### src/verilog/cac_consts.svh
// Register offsets, field positions, reset values and widths of the channel adder.
// Assumes a 4-bit word-aligned register port with 32-bit data.
`ifndef CAC_CONSTS_SVH
`define CAC_CONSTS_SVH

// ==========================================
// Register port
`define CAC_ADDR_W 4
`define CAC_DATA_W 32
`define CAC_OFF_COUNT 4'h0
`define CAC_OFF_CMD_ADDR 4'h4
`define CAC_OFF_STATUS 4'h8

// ==========================================
// Field positions in the 32-bit data word
`define CAC_PAR_LSB 24
`define CAC_ST_CHECK_BIT 0
`define CAC_ST_MISMATCH_BIT 1
`define CAC_ST_OP_LSB 4

// ==========================================
// Reset values (odd parity of an all-zero byte is one)
`define CAC_COUNT_RST 17'h00000
`define CAC_CMD_ADDR_RST 21'h000000
`define CAC_PAR_RST 3'h7
`define CAC_SUM_RST 24'h000000

`endif

### src/verilog/cac_pkg.sv
// Types shared by the channel adder modules.
// Assumes the constants header is on the include path.
package cac_pkg;

	// ==========================================
	// Adder operation selected by the sequencing strobes
	typedef enum logic [1:0] {
		CAC_OP_NONE,
		CAC_OP_LOW_PLUS_COUNT,
		CAC_OP_COUNT_DEC,
		CAC_OP_CMD_INC
	} cac_op_t;

	// ==========================================
	// Whole state of the adder top
	typedef struct packed {
		logic [7:23] count;
		logic [0:2] count_par;
		logic [0:20] cmd_addr;
		logic [0:2] cmd_par;
		logic [0:23] sum_hold;
		logic [0:2] par_hold;
		logic mismatch_hold;
		logic control_check;
		cac_op_t last_op;
		logic [31:0] rd_data;
	} cac_state_t;

endpackage

### src/verilog/cac_adder_core.sv
// Combinational adder: three-bit full adder at positions 21-23, carry/borrow
// ripple at positions 0-20, parity prediction and result parity per byte.
// Assumes the caller gates at most one operation at a time.
`timescale 1ns/1ps

module cac_adder_core
	import cac_pkg::*;
(
	input wire logic i_gate_count,
	input wire logic i_gate_low_address_bits,
	input wire logic i_gate_count_minus1,
	input wire logic i_gate_cmd_addr,
	input wire logic i_gate_cmd_plus1,
	input wire logic [7:23] i_count,
	input wire logic [0:20] i_cmd_addr,
	input wire logic [21:23] i_low_address_bits,
	output logic [0:23] o_sum,
	output logic [0:2] o_pred_par,
	output logic [0:2] o_result_par
);

	logic [0:23] op_a;
	logic [0:23] op_b;
	logic [0:23] carry_in;
	logic [21:23] fa_carry;
	logic [0:20] inc;
	logic [0:20] brw;
	logic full_add_carry;

	// ==========================================
	// Operand gating and per-position logic
	genvar i;
	generate
		for (i = 0; i < 24; i = i + 1) begin : g_pos
			if (i >= 7 && i <= 20) begin : g_mid
				assign op_a[i] = (i_gate_count & i_count[i]) | (i_gate_cmd_addr & i_cmd_addr[i]);
			end else if (i < 7) begin : g_hi
				assign op_a[i] = i_gate_cmd_addr & i_cmd_addr[i];
			end else begin : g_lo
				assign op_a[i] = i_gate_count & i_count[i];
			end
			if (i >= 21) begin : g_full
				assign op_b[i] = i_gate_low_address_bits & i_low_address_bits[i];
				assign o_sum[i] = op_a[i] ^ op_b[i] ^ carry_in[i];
				assign fa_carry[i] = (op_a[i] & op_b[i]) | (carry_in[i] & (op_a[i] ^ op_b[i]));
				if (i == 23) begin : g_c23
					assign carry_in[i] = 1'b0;
				end else begin : g_cfa
					assign carry_in[i] = fa_carry[i + 1];
				end
			end else begin : g_rip
				assign op_b[i] = 1'b0;
				assign carry_in[i] = inc[i] ^ brw[i];
				assign o_sum[i] = op_a[i] ^ inc[i] ^ brw[i];
				if (i == 20) begin : g_inj
					assign inc[i] = full_add_carry | i_gate_cmd_plus1;
					assign brw[i] = i_gate_count_minus1;
				end else if (i == 6) begin : g_cut
					// Count field wraps at bit 7 so bits 0-6 never pick up its overflow
					assign inc[i] = i_gate_cmd_addr & op_a[i + 1] & inc[i + 1];
					assign brw[i] = i_gate_cmd_addr & ~op_a[i + 1] & brw[i + 1];
				end else begin : g_chain
					assign inc[i] = op_a[i + 1] & inc[i + 1];
					assign brw[i] = ~op_a[i + 1] & brw[i + 1];
				end
			end
		end
	endgenerate

	assign full_add_carry = fa_carry[21];

	// ==========================================
	// Parity: predicted from operands and carries, result from the sum (odd)
	genvar k;
	generate
		for (k = 0; k < 3; k = k + 1) begin : g_par
			assign o_pred_par[k] = ~(^op_a[8 * k +: 8] ^ ^op_b[8 * k +: 8] ^ ^carry_in[8 * k +: 8]);
			assign o_result_par[k] = ~(^o_sum[8 * k +: 8]);
		end
	endgenerate

endmodule

### src/verilog/cac_adder.sv
// Channel count / command address adder with its count and command address
// registers, sum hold, parity check and control-check latch.
// Assumes the sequencing control drives one-cycle strobes on i_sys_clk and
// software uses the plain register port with read data one cycle later.
//
// Implementation choices: the address-and-strobe port and the register addresses.
`timescale 1ns/1ps

`include "cac_consts.svh"

// Functional notes
// - Count gate places count bits 7-23 onto adder positions 7-23.
// - Low-address gate applies three low address bits to positions 21-23.
// - Position 23 sum is the XOR of its two operands.
// - Position 23 carries into 22 when both operands are one.
// - Position 22 sum is XOR of both operands and incoming carry.
// - Position 22 carries on both-ones, or incoming carry with differing operands.
// - Position 21 sums likewise and yields full-add carry on three-bit overflow.
// - Full-add carry increments position 20 and ripples through upper count bits.
// - Load-count strobe writes held sum bits 7-23 and parity into count.
// - Count decrement lowers count by one doubleword unit.
// - Count gate with minus-one strobe injects a borrow at position 20.
// - During count decrement, sum bits 21-23 equal the count bits.
// - Parity mismatch sampled at the latch strobe sets the control-check latch on load.
// - Chained command fetch increments command address by one unit.
// - Command gate routes address bits 0-20; plus-one injects at 20.
// - Command load writes held sum bits 0-20 and parity into command address.
// - Predicted parity compared to result parity per byte flags mismatch.
// - Increment at 20 ripples so bits 0-20 equal input plus one.
// - Borrow at 20 ripples so bits 7-20 equal input minus one.
module cac_adder
	import cac_pkg::*;
(
	input wire logic i_sys_clk,
	input wire logic i_rst_n,
	input wire logic i_gate_count,
	input wire logic i_gate_low_address_bits,
	input wire logic i_gate_count_minus1,
	input wire logic i_gate_cmd_addr,
	input wire logic i_gate_cmd_plus1,
	input wire logic i_latch_adder,
	input wire logic i_load_count,
	input wire logic i_load_cmd_addr,
	input wire logic [21:23] i_low_address_bits,
	input wire logic [`CAC_ADDR_W-1:0] i_addr,
	input wire logic [`CAC_DATA_W-1:0] i_wr_data,
	input wire logic i_wr_en,
	input wire logic i_rd_en,
	output logic [`CAC_DATA_W-1:0] o_rd_data,
	output logic [7:23] o_count,
	output logic [0:2] o_count_par,
	output logic [0:20] o_cmd_addr,
	output logic [0:2] o_cmd_par,
	output logic [0:23] o_adder_sum,
	output logic o_parity_check,
	output logic o_control_check
);

	// ==========================================
	// Reset image of the state
	localparam cac_state_t CAC_STATE_RST = '{
		count: `CAC_COUNT_RST,
		count_par: `CAC_PAR_RST,
		cmd_addr: `CAC_CMD_ADDR_RST,
		cmd_par: `CAC_PAR_RST,
		sum_hold: `CAC_SUM_RST,
		par_hold: `CAC_PAR_RST,
		mismatch_hold: 1'b0,
		control_check: 1'b0,
		last_op: CAC_OP_NONE,
		rd_data: 32'h00000000
	};

	cac_state_t s;
	cac_state_t next_s;

	logic [0:23] core_sum;
	logic [0:2] core_pred_par;
	logic [0:2] core_result_par;
	logic core_mismatch;
	cac_op_t cur_op;

	// ==========================================
	// Operation decode, shared by the datapath bookkeeping and the checks
	function automatic cac_op_t op_decode(
		input logic gate_count,
		input logic gate_low,
		input logic minus1,
		input logic gate_cmd,
		input logic plus1
	);
		cac_op_t op;
		op = CAC_OP_NONE;
		// Only one operation is expected at a time; the command path takes priority
		if (gate_cmd && plus1) begin
			op = CAC_OP_CMD_INC;
		end else if (gate_count && gate_low) begin
			op = CAC_OP_LOW_PLUS_COUNT;
		end else if (gate_count && minus1) begin
			op = CAC_OP_COUNT_DEC;
		end
		return op;
	endfunction

	// ==========================================
	// Register read mux
	function automatic logic [31:0] read_word(
		input logic [`CAC_ADDR_W-1:0] addr,
		input cac_state_t st
	);
		logic [31:0] w;
		w = 32'h00000000;
		unique case (addr)
			`CAC_OFF_COUNT: begin
				w[16:0] = st.count;
				w[`CAC_PAR_LSB +: 3] = st.count_par;
			end
			`CAC_OFF_CMD_ADDR: begin
				w[20:0] = st.cmd_addr;
				w[`CAC_PAR_LSB +: 3] = st.cmd_par;
			end
			`CAC_OFF_STATUS: begin
				w[`CAC_ST_CHECK_BIT] = st.control_check;
				w[`CAC_ST_MISMATCH_BIT] = st.mismatch_hold;
				w[`CAC_ST_OP_LSB +: 2] = st.last_op;
			end
			default: begin
				// Unmapped offsets read as zero
				w = 32'h00000000;
			end
		endcase
		return w;
	endfunction

	// ==========================================
	// Adder datapath
	cac_adder_core u_core (
		.i_gate_count(i_gate_count),
		.i_gate_low_address_bits(i_gate_low_address_bits),
		.i_gate_count_minus1(i_gate_count_minus1),
		.i_gate_cmd_addr(i_gate_cmd_addr),
		.i_gate_cmd_plus1(i_gate_cmd_plus1),
		.i_count(s.count),
		.i_cmd_addr(s.cmd_addr),
		.i_low_address_bits(i_low_address_bits),
		.o_sum(core_sum),
		.o_pred_par(core_pred_par),
		.o_result_par(core_result_par)
	);

	assign core_mismatch = |(core_pred_par ^ core_result_par);

	always_comb begin
		cur_op = op_decode(i_gate_count, i_gate_low_address_bits, i_gate_count_minus1,
			i_gate_cmd_addr, i_gate_cmd_plus1);
	end

	// ==========================================
	// Next state
	always_comb begin
		next_s = s;
		next_s.rd_data = 32'h00000000;

		// Hold freezes the sum so the destination load is immune to operand changes
		if (i_latch_adder) begin
			next_s.sum_hold = core_sum;
			next_s.par_hold = core_pred_par;
			next_s.mismatch_hold = core_mismatch;
			next_s.last_op = cur_op;
		end

		if (i_wr_en) begin
			unique case (i_addr)
				`CAC_OFF_COUNT: begin
					next_s.count = i_wr_data[16:0];
					next_s.count_par = i_wr_data[`CAC_PAR_LSB +: 3];
				end
				`CAC_OFF_CMD_ADDR: begin
					next_s.cmd_addr = i_wr_data[20:0];
					next_s.cmd_par = i_wr_data[`CAC_PAR_LSB +: 3];
				end
				`CAC_OFF_STATUS: begin
					if (i_wr_data[`CAC_ST_CHECK_BIT]) begin
						next_s.control_check = 1'b0;
					end
				end
				default: begin
					next_s.control_check = next_s.control_check;
				end
			endcase
		end

		// Hardware loads come after software writes so they win a same-cycle clash
		if (i_load_count) begin
			next_s.count = s.sum_hold[7:23];
			next_s.count_par = s.par_hold;
		end
		if (i_load_cmd_addr) begin
			next_s.cmd_addr = s.sum_hold[0:20];
			next_s.cmd_par = s.par_hold;
		end

		// Set beats a software clear in the same cycle
		if ((i_load_count || i_load_cmd_addr) && s.mismatch_hold) begin
			next_s.control_check = 1'b1;
		end

		if (i_rd_en) begin
			next_s.rd_data = read_word(i_addr, s);
		end
	end

	always_ff @(posedge i_sys_clk) begin
		if (!i_rst_n) begin
			s <= CAC_STATE_RST;
		end else begin
			s <= next_s;
		end
	end

	// ==========================================
	// Outputs, all straight from the state register
	assign o_rd_data = s.rd_data;
	assign o_count = s.count;
	assign o_count_par = s.count_par;
	assign o_cmd_addr = s.cmd_addr;
	assign o_cmd_par = s.cmd_par;
	assign o_adder_sum = s.sum_hold;
	assign o_parity_check = s.mismatch_hold;
	assign o_control_check = s.control_check;
endmodule

### config.mk
export PLATFORM = sky130hd
export DESIGN_NAME = cac_adder
export DESIGN_NICKNAME = d
export VERILOG_FILES = /design/src/verilog/cac_pkg.sv /design/src/verilog/cac_adder_core.sv /design/src/verilog/cac_adder.sv
export VERILOG_INCLUDE_DIRS = /design/src /design/src/verilog
export SDC_FILE = /design/constraint.sdc
export NUM_CORES = 1
export LEC_CHECK = 0
export BUFFER_PORTS_ARGS = -buffer_cell sky130_fd_sc_hd__buf_2
export CORE_MARGIN = 3
export CORE_UTILIZATION = 60
export DETAILED_ROUTE_END_ITERATION = 10
export HOLD_SLACK_MARGIN = 0.05
export PLACE_DENSITY = 0.87
export SLEW_MARGIN = 20
export SYNTH_ARGS = -nofsm -noshare
export SYNTH_HDL_FRONTEND = slang
export SYNTH_SLANG_ARGS = --single-unit
### constraint.sdc
create_clock -name i_sys_clk -period 13.95 [get_ports i_sys_clk]
set_input_delay 0.6975 -clock i_sys_clk [delete_from_list [all_inputs] [get_ports i_sys_clk]]
set_output_delay 0.6975 -clock i_sys_clk [all_outputs]
set_load 0.01 [all_outputs]
## Word level (Yosys, flattened, before mapping)

Index checks and enable logic that the tools add are counted.

- Flip-flop bits (word level): 107
- Bits of input ports: 51
- Output and inout port bits: 102

- Reductions and logical operators: 29
- Multiplexer cells: 17
- Bitwise logic cells: 204
- Equality and inequality tests: 2

Operators with widths:

| kind | number |
|---|---|
| $and A1 B1 Y1 | 88 |
| $reduce_xor A8 Y1 | 10 |
| $xor A1 B1 Y1 | 72 |
| $mux W24 | 2 |
| $mux W44 | 1 |
| $mux W20 | 2 |
| $not A1 Y1 | 26 |
| $pmux W11 S2 | 1 |
| $or A1 B1 Y1 | 17 |
| $reduce_bool A2 Y1 | 7 |
| $pmux W2 S3 | 2 |
| $mux W2 | 3 |
| $pmux W3 S2 | 1 |
| $reduce_and A2 Y1 | 3 |
| $reduce_and A3 Y1 | 2 |
| $eq A4 B3 Y1 const B | 1 |
| $eq A4 B4 Y1 const B | 1 |
| $logic_and A1 B1 Y1 | 4 |
| $logic_not A4 Y1 | 1 |
| $mux W1 | 4 |
| $pmux W2 S2 | 1 |
| $reduce_or A3 Y1 | 1 |
| $xor A3 B3 Y3 | 1 |
| $logic_or A1 B1 Y1 | 1 |

## Longest topological paths before layout

- Depth in word-level cells: 33
- Depth in mapped cells: 38

## Cells and area by module

Synthesis repeated with hierarchy kept, for this count alone.

- Cell total of the unflattened synthesis: 748
- Area, all modules: 6,902.9 sq um

By module, submodules not included:

| module | area an instance (sq um) | times used | cells an instance |
|---|---|---|---|
| cac_adder | 5,072.4 | 1 | 518 |
| cac_adder_core | 1,830.5 | 1 | 230 |

## Worst setup path before layout

No wires, ideal clock.

- Kind: input to register
- Start point: input port i_gate_count
- End point: register s (netlist bit o_parity_check)
- Arrival: 8,317 ps
- Slack: 5,556 ps
- Cell stages on the path: 38
- Path buffers: 3
- Cells stage by stage: buf_6 buf_2 clkbuf_1 and2_1 ha_1 fa_1 fa_1 or2_2 ha_1 ha_1 ha_1 ha_1 ha_1 ha_1 ha_1 ha_1 ha_1 ha_1 [2 not listed] ha_1 nand2_1 nor2_1 ha_1 ha_1 ha_1 ha_1 ha_1 ha_1 xnor2_1 xnor2_1 xnor2_1 xnor2_1 xnor2_1 xnor2_1 xnor2_1 xnor3_1 a41oi_2

- Cells in the longest elaborated chain, start to end: 33

RTL lines:

| element | line | RTL |
|---|---|---|
| start, declared | cac_adder.sv:36 | `input wire logic i_gate_count,` |
| $and A1 B1 Y1 | cac_adder_core.sv:40 | `assign op_a[i] = i_gate_count & i_count[i];` |
| $and A1 B1 Y1 or $xor A1 B1 Y1 (tied branches) | cac_adder_core.sv:45, cac_adder_core.sv:44 |  |
| $and A1 B1 Y1 | cac_adder_core.sv:45 | `assign fa_carry[i] = (op_a[i] & op_b[i]) \| (carry_in[i] & (op_a[i] ^ op_b[i]));` |
| $or A1 B1 Y1 | cac_adder_core.sv:45 |  |
| $and A1 B1 Y1 | cac_adder_core.sv:45 |  |
| $or A1 B1 Y1 | cac_adder_core.sv:45 |  |
| $or A1 B1 Y1 | cac_adder_core.sv:56 | `assign inc[i] = full_add_carry \| i_gate_cmd_plus1;` |
| $and A1 B1 Y1 (13 in series) | cac_adder_core.sv:63 | `assign inc[i] = op_a[i + 1] & inc[i + 1];` |
| $and A1 B1 Y1 | cac_adder_core.sv:60 | `assign inc[i] = i_gate_cmd_addr & op_a[i + 1] & inc[i + 1];` |
| $and A1 B1 Y1 (6 in series) | cac_adder_core.sv:63 |  |
| $xor A1 B1 Y1, on equally long branches | cac_adder_core.sv:53, cac_adder_core.sv:54 |  |
| $reduce_xor A8 Y1 or $xor A1 B1 Y1 (tied branches) | cac_adder_core.sv:77, cac_adder_core.sv:54 |  |
| $xor A1 B1 Y1 or $reduce_xor A8 Y1 (tied branches) | cac_adder_core.sv:77, cac_adder_core.sv:78 |  |
| $not A1 Y1, on equally long branches | cac_adder_core.sv:77, cac_adder_core.sv:78 |  |
| $xor A3 B3 Y3 (*) | cac_adder.sv:151 | `assign core_mismatch = \|(core_pred_par ^ core_result_par);` |
| $reduce_or A3 Y1 (*) | cac_adder.sv:151 |  |
| end signal, assigned | cac_adder.sv:217 | `s <= next_s;` |
| end, declared | cac_adder.sv:74 | `cac_state_t s;` |

Every way passes the cells marked *; elsewhere a longest branch is shown, timed or not.
A chain may end at the register's enable or synchronous reset.

## Worst setup path after layout

Ends and elaborated chain as after synthesis.

==> results.sh <==
export IMPL_status="complete, no violations"
export IMPL_grt_overflow_total=0
export IMPL_grt_pass1_vias=5113
export IMPL_fin_hold_ws_ps=514
export IMPL_min_period_ps=8360
export IMPL_setup_viol=0
export IMPL_port_buffers=136
export IMPL_detail_route_antenna_nets=0
export IMPL_yosys_top_cells_area="dfxtp_1 (29%), buf_4 (11%), mux2i_1 (11%)"
export IMPL_syn_to_final_growth_pct=3.05
export IMPL_post_cts_resized=0
export IMPL_row_count=38
export IMPL_vdd_drop_max_mv=0.0528
export IMPL_cellInternalPower_uw=515
export IMPL_ys_flop_type="dfxtp_1"
export IMPL_relSlewSlack=0.334
export IMPL_crit_slowest_cell="fa_1"
export IMPL_dieHeight_microns=112
export IMPL_synthCells=743
export IMPL_grt_max_degree=77
export IMPL_slowest_delay_ps=490
export IMPL_yosys_register_bits=99
export IMPL_yosysWarnings=0
export IMPL_yosysTopAreaCell="dfxtp_1"
export IMPL_syn_area_per_cell_sq_um=9.06
export IMPL_place_hpwl_microns=12100
export IMPL_crit_family="adder cells"
export IMPL_yosysUniqueCellTypes=60
export IMPL_path_buf_inv=1
export IMPL_final_setup_skew_ps=12.9
export IMPL_syn_cell_area_sq_mm=0.00673
export IMPL_core_sq_mm=0.0109
export IMPL_cts_made_buffers=9
export IMPL_drc=0
export IMPL_ys_seq_area_frac=0.294
export IMPL_slew_viol_final=0
export IMPL_synth_edf_count=0
export IMPL_holdBufCountCts=0
export IMPL_switching_power_uw=263
export IMPL_final_nets=830
export IMPL_diodes=0
export IMPL_clockBufferDepth=2
export IMPL_start_util=0.618
export IMPL_clk_latency_ps=390
export IMPL_die_area_sq_mm=0.0125
export IMPL_ios=153
export IMPL_wl_per_cell_microns=18.4
export IMPL_first_pass_iters=5
export IMPL_path_clk_slew_ps=100
export IMPL_drive_gt1_frac=0.239
export IMPL_rsz0062_at_grt="no"
export IMPL_period_share=0.599
export IMPL_antenna_found_initial=0
export IMPL_pwr_share_seq=0.424
export IMPL_p_leak_nw=3.76
export IMPL_post_cts_buffers=0
export IMPL_postLayoutCellArea_sq_mm=0.00694
export IMPL_vias=5315
export IMPL_swShare=0.338
export IMPL_synthArstFlopShare=0
export IMPL_fin_setup_tns_ps=0
export IMPL_path_class="input pin to flip-flop"
export IMPL_crit_path_start_kind="input pin"
export IMPL_post_drt_via_cell_ratio=5.89
export IMPL_tritoncts="done"
export IMPL_clock_power_share=0.278
export IMPL_die_w_microns=112
export IMPL_place_area_sq_mm=0.00671
export IMPL_path_max_fanout=30
export IMPL_drt_total_wl_microns=16600
export IMPL_tightest_slew_ps=998
export IMPL_grt_pass1_wl_microns=26500
export IMPL_cts_htree_levels=3
export IMPL_cpMostUsedCell="ha_1"
export IMPL_fmax_mhz=120
export IMPL_cp_data_required_time_ps=14260
export IMPL_p_comb_frac=0.297
export IMPL_hold_path_class="flip-flop to flip-flop"
export IMPL_cts_root_buf="clkbuf_8"
export IMPL_powerDensity_mw_per_mm2=112
export IMPL_drt_initial_drc_count=469
export IMPL_grt_total_usage=0.260
export IMPL_final_hold_viol_count=0
export IMPL_worstPathArrival_ps=8670
export IMPL_cts_sinks=99
export IMPL_cp_end_kind="flip-flop"
export IMPL_drv_cap=0
export IMPL_gp_congestion=0.898
export IMPL_yosysTopAreaCellShare=0.294
layout by cell type (no fill, tap or decap), types with 3 or more instances in the layout:
| master | netlist | layout |
|---|---|---|
| clkbuf_8 | 0 | 10 |
| ha_1 | 20 | 20 |
| xor2_1 | 15 | 15 |
| mux2i_1 | 72 | 72 |
| a31oi_1 | 4 | 4 |
| nor3_1 | 5 | 5 |
| o21ai_0 | 16 | 16 |
| o211ai_1 | 3 | 3 |
| nor2b_1 | 5 | 5 |
| dfxtp_1 | 99 | 99 |
| inv_6 | 0 | 3 |
| a21oi_1 | 14 | 14 |
| mux2_2 | 3 | 3 |
| nand3_1 | 6 | 6 |
| inv_1 | 15 | 15 |
| nor2_1 | 37 | 37 |
| a22o_1 | 7 | 7 |
| conb_1 | 1 | 8 |
| buf_4 | 102 | 3 |
| buf_2 | 3 | 136 |
| and2_1 | 10 | 10 |
| xnor2_1 | 62 | 62 |
| o211a_1 | 58 | 58 |
| and3_1 | 3 | 3 |
| a22oi_1 | 8 | 8 |
| nand2_1 | 91 | 91 |
power groups by stage:
stage	registers [mW]	clock network, mW	logic, mW
6_report	0.330	0.217	0.231
5_1_grt	0.332	0.228	0.250
4_1_cts	0.329	0.218	0.229
3_5_place_dp	0.335	0	0.227
3_3_place_gp	0.334	0	0.219
2_1_floorplan	0.325	0	0.197
final timing paths:
kind / start / depth (start not counted) / end / slack (ps)
hold / removal: o_adder_sum[6] / 1 / o_adder_sum[6] / 510
setup / recovery: i_gate_count / 36 / o_parity_check / 5590
setup reg to reg: o_count[23] / 35 / o_parity_check / 5880
hold reg to reg: o_adder_sum[6] / 1 / o_adder_sum[6] / 510
metal layers:
metal,share of wire,up-vias,wire (microns),global-route usage
li1,-,2479,-,-
met1,0.44,2554,7230,0.357
met2,0.46,244,7630,0.415
met3,0.075,38,1240,0.0326
met4,0.028,0,458,0.107
met5,0,-,0,0
cell type report:
| cell class | count | area [sq um] |
|---|---|---|
| sequential | 99 | 1980 |
| timing repair buffer | 139 | 703 |
| fill | 884 | 3950 |
| clock buffer | 10 | 138 |
| clock inverter | 6 | 93.8 |
| inverter | 15 | 56.3 |
| tap | 140 | 175 |
| multi-input combinational | 493 | 3790 |
Yosys cell counts, drive strengths merged (14+ instances only):
cell type and number:
buf 115, inv 15, nor2 37, nand2 92
o211a 58, mux2i 72, ha 20, xor2 15
o21ai 16, xnor2 64, clkbuf 28, dfxtp 99
a21oi 14
kinds of logic after synthesis:
family,synth area share
xor+xnor,0.108
fa+ha+maj,0.0431
compound gates,0.158
simple gates,0.134
mux,0.114
other cells,0.000557
flops,0.294
buf+inv,0.148
per-stage QoR:
stage | util | power [mW] | worst slack [ps] | cells
global placement | 0.616 | 0.553 | 5360 | 886
CTS | 0.637 | 0.777 | 5610 | 902
global route | 0.637 | 0.810 | 5190 | 902
detailed placement | 0.616 | 0.562 | 5240 | 886
finish | 0.637 | 0.778 | 5590 | 902
floorplan | - | 0.521 | 5560 | 750
sequential cells by signal, summed over array words and instances, names as in the netlist:
signal	flops
o_count	17
s	5
o_cmd_addr	21
o_adder_sum	24
o_count_par	3
o_control_check	1
o_parity_check	1
o_rd_data	24
o_cmd_par	3
Power figures use the tool's default switching activity.
